$ cat src/spstc_defs.vh
// Constants for the SPI serial transfer control block.
// Assumes inclusion by bare name from the core and FIFO files.
// Behaviour
// - Nothing transfers until the serial interface enable input is high.
// - Master mode: writing the shift data register starts a full-duplex byte transfer.
// - Transfer done flag set by hardware on completion, held until software clears.
// - Slave mode: shift data register byte goes out on data out under master clocking.
// - Slave mode: data in bits shift into the shift data register on master clock.
// - Slave first output bit timing follows clock polarity and edge select.
// - Logic keeps working and completing transfers in the low-power idle mode.
// - Mode field: 000 to 100 master clock sources, 101 slave, 110 two-wire slave.
// - Interface disabled: data in, data out, clock and select pins float.
`ifndef SPSTC_DEFS_VH
`define SPSTC_DEFS_VH

// ------------------------------------------------------------------
// Modes
// ------------------------------------------------------------------
`define SPSTC_MODE_W        3
`define SPSTC_MODE_MST_D4   3'h0
`define SPSTC_MODE_MST_D16  3'h1
`define SPSTC_MODE_MST_D64  3'h2
`define SPSTC_MODE_MST_TBC  3'h3
`define SPSTC_MODE_MST_TMR  3'h4
`define SPSTC_MODE_SLAVE    3'h5
`define SPSTC_MODE_TWI      3'h6

// ------------------------------------------------------------------
// Clock division: half-period masks on a free counter
// ------------------------------------------------------------------
`define SPSTC_PRE_W         5
`define SPSTC_HALF_D4       5'h01
`define SPSTC_HALF_D16      5'h07
`define SPSTC_HALF_D64      5'h1F

// ------------------------------------------------------------------
// Data path
// ------------------------------------------------------------------
`define SPSTC_DATA_W        8
`define SPSTC_MSB           7
`define SPSTC_EDGE_W        4
`define SPSTC_EDGE_LAST     4'hF
`define SPSTC_EDGE_ZERO     4'h0
`define SPSTC_EDGE_FIRST    4'h1
`define SPSTC_FIFO_DEPTH    4
`define SPSTC_FIFO_CNT_W    3

`endif

$ cat src/spstc_core.v
// SPI side of the shared serial interface: master or slave, one byte a transfer.
// Assumes pins resolved outside from out/oe pairs; control bits come in as ports.
`include "spstc_defs.vh"

module spstc_core (
  input  wire                     i_clk,
  input  wire                     i_srst,
  input  wire                     i_serial_if_enable,
  input  wire [`SPSTC_MODE_W-1:0] i_interface_mode_field,
  input  wire                     i_select_pin_enable,
  input  wire                     i_clock_idle_polarity,
  input  wire                     i_clock_edge_select,
  input  wire                     i_tbc_tick,
  input  wire                     i_tmr_tick,
  input  wire                     i_sdr_wr_en,
  input  wire [`SPSTC_DATA_W-1:0] i_sdr_wr_data,
  input  wire                     i_transfer_done_clr,
  input  wire                     i_write_collision_clr,
  output wire [`SPSTC_DATA_W-1:0] o_shift_data_reg,
  output reg                      o_transfer_done_flag,
  output reg                      o_write_collision_flag,
  output reg                      o_busy,
  output wire                     o_rx_valid,
  output wire [`SPSTC_DATA_W-1:0] o_rx_data,
  input  wire                     i_rx_ready,
  input  wire                     i_sck,
  output reg                      o_sck,
  output reg                      o_sck_oe,
  input  wire                     i_sdi,
  output reg                      o_sdo,
  output reg                      o_sdo_oe,
  input  wire                     i_slave_select_n,
  output reg                      o_slave_select_n,
  output reg                      o_slave_select_n_oe
);

  // ------------------------------------------------------------------
  // Pin synchronisers
  // ------------------------------------------------------------------
  reg [1:0] sck_sy_q;
  reg [1:0] sdi_sy_q;
  reg [1:0] sel_sy_q;
  reg       sck_old_q;
  reg       sel_old_q;
  wire      sel_act;

  always @(posedge i_clk) begin
    if (i_srst) begin
      sck_sy_q  <= 2'h0;
      sdi_sy_q  <= 2'h0;
      sel_sy_q  <= 2'h3;
      sck_old_q <= 1'b0;
      sel_old_q <= 1'b0;
    end else begin
      sck_sy_q  <= {sck_sy_q[0], i_sck};
      sdi_sy_q  <= {sdi_sy_q[0], i_sdi};
      sel_sy_q  <= {sel_sy_q[0], i_slave_select_n};
      sck_old_q <= sck_sy_q[1];
      sel_old_q <= sel_act;
    end
  end

  // ------------------------------------------------------------------
  // Mode decode
  // ------------------------------------------------------------------
  wire mode_slave  = (i_interface_mode_field == `SPSTC_MODE_SLAVE);
  wire mode_master = (i_interface_mode_field <= `SPSTC_MODE_MST_TMR);
  // Two-wire slave and the unused code leave the SPI engine idle
  wire run_master  = i_serial_if_enable && mode_master;
  wire run_slave   = i_serial_if_enable && mode_slave;
  wire idle_lvl    = ~i_clock_idle_polarity;
  wire lead_sample = i_clock_edge_select;
  wire sdi_s       = sdi_sy_q[1];
  // Without select pin the slave counts as always selected
  assign sel_act   = i_select_pin_enable ? ~sel_sy_q[1] : 1'b1;

  // ------------------------------------------------------------------
  // Master clock divider
  // ------------------------------------------------------------------
  reg [`SPSTC_PRE_W-1:0] pre_q;
  reg                    half_tick;

  always @(posedge i_clk) begin
    if (i_srst) begin
      pre_q <= {`SPSTC_PRE_W{1'b0}};
    end else begin
      pre_q <= pre_q + 1'b1;
    end
  end

  always @* begin
    case (i_interface_mode_field)
      `SPSTC_MODE_MST_D4:  half_tick = (pre_q & `SPSTC_HALF_D4) == `SPSTC_HALF_D4;
      `SPSTC_MODE_MST_D16: half_tick = (pre_q & `SPSTC_HALF_D16) == `SPSTC_HALF_D16;
      `SPSTC_MODE_MST_D64: half_tick = (pre_q & `SPSTC_HALF_D64) == `SPSTC_HALF_D64;
      `SPSTC_MODE_MST_TBC: half_tick = i_tbc_tick;
      `SPSTC_MODE_MST_TMR: half_tick = i_tmr_tick;
      default:             half_tick = 1'b0;
    endcase
  end

  // ------------------------------------------------------------------
  // Slave clock qualification
  // ------------------------------------------------------------------
  // The clock synchroniser resets low, so an idle-high clock would fake an edge;
  // edges count only once the clock was seen at rest in slave mode
  reg sck_arm_q;

  always @(posedge i_clk) begin
    if (i_srst) begin
      sck_arm_q <= 1'b0;
    end else begin
      sck_arm_q <= run_slave && (sck_arm_q || (sck_sy_q[1] == idle_lvl));
    end
  end

  // ------------------------------------------------------------------
  // Shift engine
  // ------------------------------------------------------------------
  localparam [2:0] ST_IDLE = 3'h1;
  localparam [2:0] ST_PEND = 3'h2;
  localparam [2:0] ST_XFER = 3'h4;

  reg [2:0]               st_q;
  reg [`SPSTC_DATA_W-1:0] sr_q;
  reg [`SPSTC_EDGE_W-1:0] ecnt_q;
  reg                     rbit_q;
  wire                    fifo_ready;

  assign o_shift_data_reg = sr_q;

  wire sel_rise = sel_act && !sel_old_q;
  wire sel_fall = !sel_act && sel_old_q;
  wire m_edge   = run_master && (st_q == ST_XFER) && half_tick;
  wire s_edge   = run_slave && sel_act && sck_arm_q && (sck_sy_q[1] != sck_old_q);
  wire sh_edge  = m_edge || s_edge;
  wire is_lead  = run_master ? (o_sck == idle_lvl) : (sck_sy_q[1] != idle_lvl);
  // Master takes the pin at its trailing tick: the two-flop delay then shows
  // the leading-edge level; trailing-edge sampling is too fast for div4
  wire rx_bit   = (lead_sample && run_slave) ? rbit_q : sdi_s;
  wire [`SPSTC_DATA_W-1:0] shifted = {sr_q[`SPSTC_MSB-1:0], rx_bit};
  wire last_ev  = sh_edge && !is_lead && (ecnt_q == `SPSTC_EDGE_LAST);
  wire busy_now = (st_q == ST_XFER);
  wire wr_ok    = i_sdr_wr_en && !busy_now;

  always @(posedge i_clk) begin
    if (i_srst) begin
      st_q   <= ST_IDLE;
      sr_q   <= {`SPSTC_DATA_W{1'b0}};
      ecnt_q <= `SPSTC_EDGE_ZERO;
      rbit_q <= 1'b0;
      o_sdo  <= 1'b0;
      o_sck  <= 1'b0;
      o_busy <= 1'b0;
    end else if (!run_master && !run_slave) begin
      st_q   <= ST_IDLE;
      ecnt_q <= `SPSTC_EDGE_ZERO;
      o_busy <= 1'b0;
      o_sck  <= idle_lvl;
      if (i_sdr_wr_en) begin
        sr_q <= i_sdr_wr_data;
      end
    end else begin
      case (st_q)
        ST_IDLE: begin
          o_sck <= idle_lvl;
          if (wr_ok) begin
            sr_q  <= i_sdr_wr_data;
            o_sdo <= i_sdr_wr_data[`SPSTC_MSB];
            if (run_master) begin
              st_q <= ST_PEND;
            end
          end else if (run_slave && sel_rise) begin
            o_sdo  <= sr_q[`SPSTC_MSB];
            ecnt_q <= `SPSTC_EDGE_ZERO;
          end
          if (run_slave && s_edge) begin
            // First edge is taken here, so it counts
            st_q   <= ST_XFER;
            ecnt_q <= `SPSTC_EDGE_FIRST;
            o_busy <= 1'b1;
          end
        end
        ST_PEND: begin
          if (wr_ok) begin
            sr_q  <= i_sdr_wr_data;
            o_sdo <= i_sdr_wr_data[`SPSTC_MSB];
          end else if (fifo_ready) begin
            // Wait for room so the received byte is never dropped
            st_q   <= ST_XFER;
            ecnt_q <= `SPSTC_EDGE_ZERO;
            o_busy <= 1'b1;
          end
        end
        ST_XFER: begin
          if (run_slave && sel_fall) begin
            // Select lost mid-byte: abort, keep partial contents
            st_q   <= ST_IDLE;
            ecnt_q <= `SPSTC_EDGE_ZERO;
            o_busy <= 1'b0;
          end else if (last_ev) begin
            st_q   <= ST_IDLE;
            ecnt_q <= `SPSTC_EDGE_ZERO;
            o_busy <= 1'b0;
          end else if (sh_edge) begin
            ecnt_q <= ecnt_q + 1'b1;
          end
        end
        default: begin
          st_q   <= ST_IDLE;
          o_busy <= 1'b0;
        end
      endcase
      if (m_edge) begin
        o_sck <= ~o_sck;
      end
      if (sh_edge && is_lead) begin
        if (lead_sample) begin
          rbit_q <= sdi_s;
        end else begin
          o_sdo <= sr_q[`SPSTC_MSB];
        end
      end
      if (sh_edge && !is_lead) begin
        sr_q <= shifted;
        if (lead_sample) begin
          o_sdo <= sr_q[`SPSTC_MSB-1];
        end
      end
    end
  end

  // ------------------------------------------------------------------
  // Flags; hardware set wins over a same-cycle clear
  // ------------------------------------------------------------------
  // No clock gating anywhere, so low-power idle leaves this running
  reg done_d;
  reg write_collision_flag_d;

  always @* begin
    done_d = o_transfer_done_flag && !i_transfer_done_clr;
    if (last_ev && busy_now) begin
      done_d = 1'b1;
    end
    write_collision_flag_d = o_write_collision_flag && !i_write_collision_clr;
    if (i_sdr_wr_en && busy_now) begin
      write_collision_flag_d = 1'b1;
    end
  end

  always @(posedge i_clk) begin
    if (i_srst) begin
      o_transfer_done_flag   <= 1'b0;
      o_write_collision_flag <= 1'b0;
    end else begin
      o_transfer_done_flag   <= done_d;
      o_write_collision_flag <= write_collision_flag_d;
    end
  end

  // ------------------------------------------------------------------
  // Pin drivers
  // ------------------------------------------------------------------
  always @(posedge i_clk) begin
    if (i_srst) begin
      o_sck_oe            <= 1'b0;
      o_sdo_oe            <= 1'b0;
      o_slave_select_n    <= 1'b1;
      o_slave_select_n_oe <= 1'b0;
    end else begin
      o_sck_oe            <= run_master;
      o_sdo_oe            <= run_master || (run_slave && sel_act);
      // Select falls one cycle after the pending state is entered, ahead of the first clock edge
      o_slave_select_n    <= (st_q == ST_IDLE);
      o_slave_select_n_oe <= run_master && i_select_pin_enable;
    end
  end

  // ------------------------------------------------------------------
  // Receive buffer
  // ------------------------------------------------------------------
  // Slave cannot stall the far master; a byte ending on a full buffer is lost
  spstc_fifo #(
    .WIDTH (`SPSTC_DATA_W),
    .DEPTH (`SPSTC_FIFO_DEPTH),
    .CNT_W (`SPSTC_FIFO_CNT_W)
  ) u_rx_fifo (
    .i_clk       (i_clk),
    .i_srst      (i_srst),
    .i_in_valid  (last_ev && busy_now),
    .i_in_data   (shifted),
    .o_in_ready  (fifo_ready),
    .o_out_valid (o_rx_valid),
    .o_out_data  (o_rx_data),
    .i_out_ready (i_rx_ready)
  );

endmodule

$ cat src/spstc_fifo.v
// Small flop FIFO whose head is always in slot zero.
// Assumes one clock and a synchronous active-high reset.
`include "spstc_defs.vh"

module spstc_fifo #(
  parameter WIDTH = `SPSTC_DATA_W,
  parameter DEPTH = `SPSTC_FIFO_DEPTH,
  parameter CNT_W = `SPSTC_FIFO_CNT_W
) (
  input  wire             i_clk,
  input  wire             i_srst,
  input  wire             i_in_valid,
  input  wire [WIDTH-1:0] i_in_data,
  output reg              o_in_ready,
  output reg              o_out_valid,
  output wire [WIDTH-1:0] o_out_data,
  input  wire             i_out_ready
);

  // ------------------------------------------------------------------
  // Storage
  // ------------------------------------------------------------------
  // Shifting head costs muxes but keeps the read data straight off a flop
  reg  [WIDTH-1:0] mem_q [0:DEPTH-1];
  reg  [CNT_W-1:0] cnt_q;
  reg  [CNT_W-1:0] cnt_d;
  wire             push = i_in_valid && o_in_ready;
  wire             pop  = o_out_valid && i_out_ready;
  integer          i;

  assign o_out_data = mem_q[0];

  always @* begin
    cnt_d = cnt_q;
    if (push && !pop) begin
      cnt_d = cnt_q + 1'b1;
    end else if (pop && !push) begin
      cnt_d = cnt_q - 1'b1;
    end
  end

  always @(posedge i_clk) begin
    if (i_srst) begin
      cnt_q       <= {CNT_W{1'b0}};
      o_in_ready  <= 1'b1;
      o_out_valid <= 1'b0;
    end else begin
      cnt_q       <= cnt_d;
      o_in_ready  <= (cnt_d != DEPTH[CNT_W-1:0]);
      o_out_valid <= (cnt_d != {CNT_W{1'b0}});
    end
  end

  always @(posedge i_clk) begin
    for (i = 0; i < DEPTH; i = i + 1) begin
      if (pop) begin
        if (push && (i == cnt_q - 1)) begin
          mem_q[i] <= i_in_data;
        end else if (i < DEPTH - 1) begin
          mem_q[i] <= mem_q[i+1];
        end
      end else if (push && (i == cnt_q)) begin
        mem_q[i] <= i_in_data;
      end
    end
  end

endmodule

$ cat config.mk
export PLATFORM = sky130hd
export DESIGN_NAME = spstc_core
export DESIGN_NICKNAME = d
export VERILOG_FILES = /design/src/spstc_core.v /design/src/spstc_fifo.v
export VERILOG_INCLUDE_DIRS = /design/src
export SDC_FILE = /design/constraint.sdc
export NUM_CORES = 1
export LEC_CHECK = 0
export ABC_AREA = 1
export BUFFER_PORTS_ARGS = -buffer_cell sky130_fd_sc_hd__buf_2
export CAP_MARGIN = 20
export CORE_MARGIN = 2
export CORE_UTILIZATION = 50
export DETAILED_ROUTE_END_ITERATION = 12
export HOLD_SLACK_MARGIN = 0.12
export PLACE_DENSITY_LB_ADDON = 0.2
export SYNTH_ARGS = -nofsm -noshare
export SYNTH_HDL_FRONTEND = slang
export SYNTH_HIERARCHICAL = 1
export SYNTH_SLANG_ARGS = --single-unit
$ cat constraint.sdc
create_clock -name i_clk -period 5.19 [get_ports i_clk]
set_clock_uncertainty 0.15 [all_clocks]
set_input_delay 1.038 -clock i_clk [delete_from_list [all_inputs] [get_ports i_clk]]
set_output_delay 1.038 -clock i_clk [all_outputs]
set_load 0.005 [all_outputs]
# Yosys cells after proc, flatten, opt, wreduce, memory -nomap -nowiden
# Memory sizes are Yosys's and may differ from the RTL's.
# Cells that the tools add are included.
[word_totals]
ff_bits = 44
ram_bits = 32
input_bits = 26
out_inout_bits = 26
memories = 1
[mem_list]
columns = ["memory", "words", "width", "rd", "rd_clocked_by_memory_dff", "write_ports", "line_no", "rtl"]
rows = [
  ["u_rx_fifo.mem_q", 4, 8, 4, 0, 4, "spstc_fifo.v:24", "reg [WIDTH-1:0] mem_q [0:DEPTH-1];"],
]
[op_classes]
n_addsub = 5
order_cmp = 1
eq_ne = 32
muxes = 87
n_bitwise = 11
reduce_logical = 64
[ops]
columns = ["cell", "n"]
rows = [
  ["two-way mux 8 bit", 12],
  ["equality test 2 x 32 -> 1 bit (first input constant)", 2],
  ["two-way mux 1 bit", 53],
  ["logical AND 1 bit", 36],
  ["equality test 1 x 32 -> 1 bit (first input constant)", 1],
  ["zero test 32 bit", 1],
  ["two-way mux 4 bit", 8],
  ["two-way mux 3 bit", 9],
  ["inequality test 3 bit (second input constant)", 5],
  ["nonzero test 3 bit", 5],
  ["equality test 3 bit (second input constant)", 4],
  ["case mux 4 bit (3 select lines)", 1],
  ["zero test 1 bit", 10],
  ["equality test 3 x 2 -> 1 bit (second input constant)", 3],
  ["case mux 3 bit (3 select lines)", 1],
  ["OR 1 bit", 7],
  ["equality test 2 x 3 -> 1 bit (first input constant)", 2],
  ["equality test 3 x 1 -> 1 bit (second input constant)", 2],
  ["zero test 3 bit", 2],
  ["inequality test 2 bit (second input constant)", 3],
  ["AND reduction 3 bit", 2],
  ["AND reduction 6 bit", 1],
  ["adder 5 x 1 -> 5 bit (second input constant)", 1],
  ["equality test 5 bit (second input constant)", 1],
  ["other kinds (20)", 28],
]

# Logic depth before layout (Yosys ltp)
[depth]
word_depth = 16
ltp_mapped = 20
ltp_nobuf = 20

# Cells and area by module
# Netlist, hierarchy kept.
[by_module_without_submodules]
columns = ["mod", "instances", "cells_per_inst", "area_each_um2", "seq_area_each_um2"]
rows = [
  ["spstc_core", 1, 287, 2034.5, 780.7],
  ["spstc_fifo", 1, 175, 1800.5, 1061.0],
]

# Worst setup path before layout
# No wires, ideal clock.
[synth_timing]
path_kind = "input-to-reg"
start = "input i_interface_mode_field[1]"
end = "memory u_rx_fifo/mem_q[0][0] (netlist bit), enable pin"
setup_time_ns = 0.384
arrival_time_ns = 2.722
setup_slack_ns = 1.934
path_stages = 11
cell_sequence = "inv_1 > nand2_1 > nand2_1 > nand2_4 > nor2_1 > nand2_4 > nand2_8 > nand4_2 > nor2_1 > nand2_2 > o21ai_0"
[synth_lines]
columns = ["item", "line_no", "rtl"]
rows = [
  ["start, declared", "spstc_core.v:9", "input wire [`SPSTC_MODE_W-1:0] i_interface_mode_field,"],
  ["end, declared", "spstc_fifo.v:24", ""],
]

==> qor.txt <==
Num ports -> 52
CP Max Fanout -> 8
Main combinational cell family by area after synthesis -> simple AND/OR/NAND/NOR gates
CTS resizes -> 0
Synth Area in Compound Gates -> 0.0568
Setup Crit Path Kind -> in2reg
Final worst slack -> 1.85 ns
CTS root buf -> clkbuf_8
Worst slack at placement -> 1.45 ns
Finished layout cell area -> 4390 µm²
CP required -> 5.01 ns
Vias in the first global route -> 2993
Yosys warning count -> 6
Synth Register Bits -> 76
Cell Area, Synth -> 3830 µm²
Relative slew margins -> 0.316
Distinct cells, synth -> 41
Setup Viol. Count Final -> 0
Worst-Margin Slew -> 1.02 ns
Nets -> 556
Status -> complete, no violations
Post-Route Utilization -> 0.599
DRT iter0 DRCs -> 159
Final Max Slew Viols -> 0
Met2 Usage GRT -> 0.342
TritonCTS clock tree -> yes
Fill count -> 634
Final HPWL DP -> 5950 µm
DRT Wirelength -> 7790 µm
Synth Flop Type -> dfxtp_1
Clock Path Buffers -> 2
Crit. End Element -> register
Synth area leader -> edfxtp_1
Maximum clock rate -> 299 MHz
Drt pass-1 iters -> 4
Clock transition at the registers of the reported paths -> 0.08 ns
Max reg flops -> 32
Share of the synthesized area in the top cell type -> 0.251
Cell row count -> 31
Die Wd -> 91.6 µm
First-pass GRT wire length -> 13500 µm
CTS Buf Count -> 9
Core box area -> 7330 µm²
Async SR Flop Fraction -> 0
Post-DR wirelength/cell -> 12.5 µm
Post-synthesis adder-cell area fraction -> 0.0359
Largest net degree at the start of global routing -> 29
Post-synth top cells -> nand2_1, nand3_1, inv_1, dfxtp_1
Sequential area share after synthesis -> 0.480
Overflow after GRT -> 0
Area Growth Syn to Fin -> 14.5%
RD Place Congestion -> 0.861
Fin Setup TNS -> 0 ns
RSZ-0062 raised after global routing -> false
HP Class -> reg2reg
Synth Area in XOR/XNOR -> 0.00914
Multiplexer area fraction after synthesis -> 0.00294
Via-to-Cell Ratio -> 5.04
Starting Density -> 0.523
Synth Area in Simple Gates -> 0.336
Gr busiest metal -> met2
Num Clock Sinks -> 76
Worst-Skew Late Latency -> 0.35 ns
Vias -> 3143
GR Layer Usage met1 -> 0.255
# port buffers -> 51
Most frequent cell after synthesis -> nand2_1
Antenna Cells -> 0
Mapped Nets -> 499
H-tree Lvls -> 3
Share of cells above drive strength 1 -> 0.206
GRT Total Usage -> 0.202
Die H -> 91.6 µm
Total power -> 1.53 mW
Final ANT Viol Nets -> 0
Die area -> 8390 µm²
Hold_buf cts -> 0
Pwr Density -> 349 nW/µm²
Post-CTS setup buffers -> 0
Drc violations -> 0
Tcrit/Tclk final -> 0.644
Placement Cell Area -> 4190 µm²
Critical Path AT -> 3.16 ns
Final Hold Viols -> 0
Post-Syn Instances -> 462
Mean post-synth cell area -> 8.30 µm²
Routing usage on met3 -> 0.0398
Tmin final -> 3.34 ns
LEAKAGE -> 2.15 nW
Max-cap viol count -> 0
EDFF count, synth -> 32
Area contributors post-synth -> edfxtp_1, dfxtp_1, nand2_1
Maximum VDD drop -> 0.000152 V
Initial antenna violation count -> 0
Critical path startpoint category -> input pin
==> layout make-up <==
type,instances,area (µm²),share of cell area
Multi-Input combinational cell,311,1690,0.385
Clock inverter,7,75.1,0.0171
Inverter,70,280,0.0638
Sequential cell,76,1840,0.419
Clock buffer,9,124,0.0282
Timing Repair Buffer,51,255,0.0581
Tap cell,99,124,0.0282
==> layer usage <==
| layer | vias up | share of wire |
|---|---|---|
| li1 | 1609 | - |
| met1 | 1449 | 0.45 |
| met2 | 80 | 0.50 |
| met3 | 5 | 0.047 |
| met4 | 0 | 0.0095 |
| met5 | - | 0 |
==> worst paths after layout <==
check                            startpoint                     to  slack (ns)  depth (start not counted)
setup / recovery  i_interface_mode_field[1]  u_rx_fifo/mem_q[0][6]        1.85                         10
hold / removal                  sdi_sy_q[0]            sdi_sy_q[1]        0.25                          2
setup reg to reg                   pre_q[0]  u_rx_fifo/mem_q[0][6]        2.06                         13
hold reg to reg                 sdi_sy_q[0]            sdi_sy_q[1]        0.25                          2
==> per-stage QoR <==
step	hold WS (ns)	cells
after global placement	0.242	607
after floorplan	0.238	462
after global routing	0.290	623
final	0.251	623
after detailed placement	0.251	607
after CTS	0.256	623
==> report_power, final <==
part	internal (mW)	switching [mW]	total, mW
clock	0.225	0.228	0.452
combinational	0.115	0.222	0.337
sequential	0.704	0.0379	0.742
==> critical path, cell delays in order <==
cell	delay, ns
buf_2	0.11
inv_1	0.09
nand2_1	0.06
nand2_1	0.10
nand2_4	0.09
o21ai_2	0.32
nand4_2	0.18
nor2_1	0.20
nand2_2	0.14
o21ai_0	0.83
==> cells by family after synthesis <==
| logic type | after synthesis |
|---|---|
| mux | 1 |
| xor+xnor | 4 |
| simple gates | 259 |
| compound gates | 36 |
| fa+ha+maj | 11 |
| flops | 76 |
| buf+inv | 75 |
==> layout by cell type, fill, tap and decap left out, types with 3 or more instances in the layout <==
cell type and count:
nand4_4 3, o21ai_0 10, buf_2 51, nor2_1 32
inv_6 3, inv_1 60, edfxtp_1 32, xor2_1 3
nand4_1 3, inv_4 3, nand2_4 6, nand2_2 8
a21oi_1 13, nand2_1 130, inv_2 5, clkbuf_8 9
ha_1 11, nand3_1 65, dfxtp_1 44
Note: power is estimated with default switching activity, not from simulation.
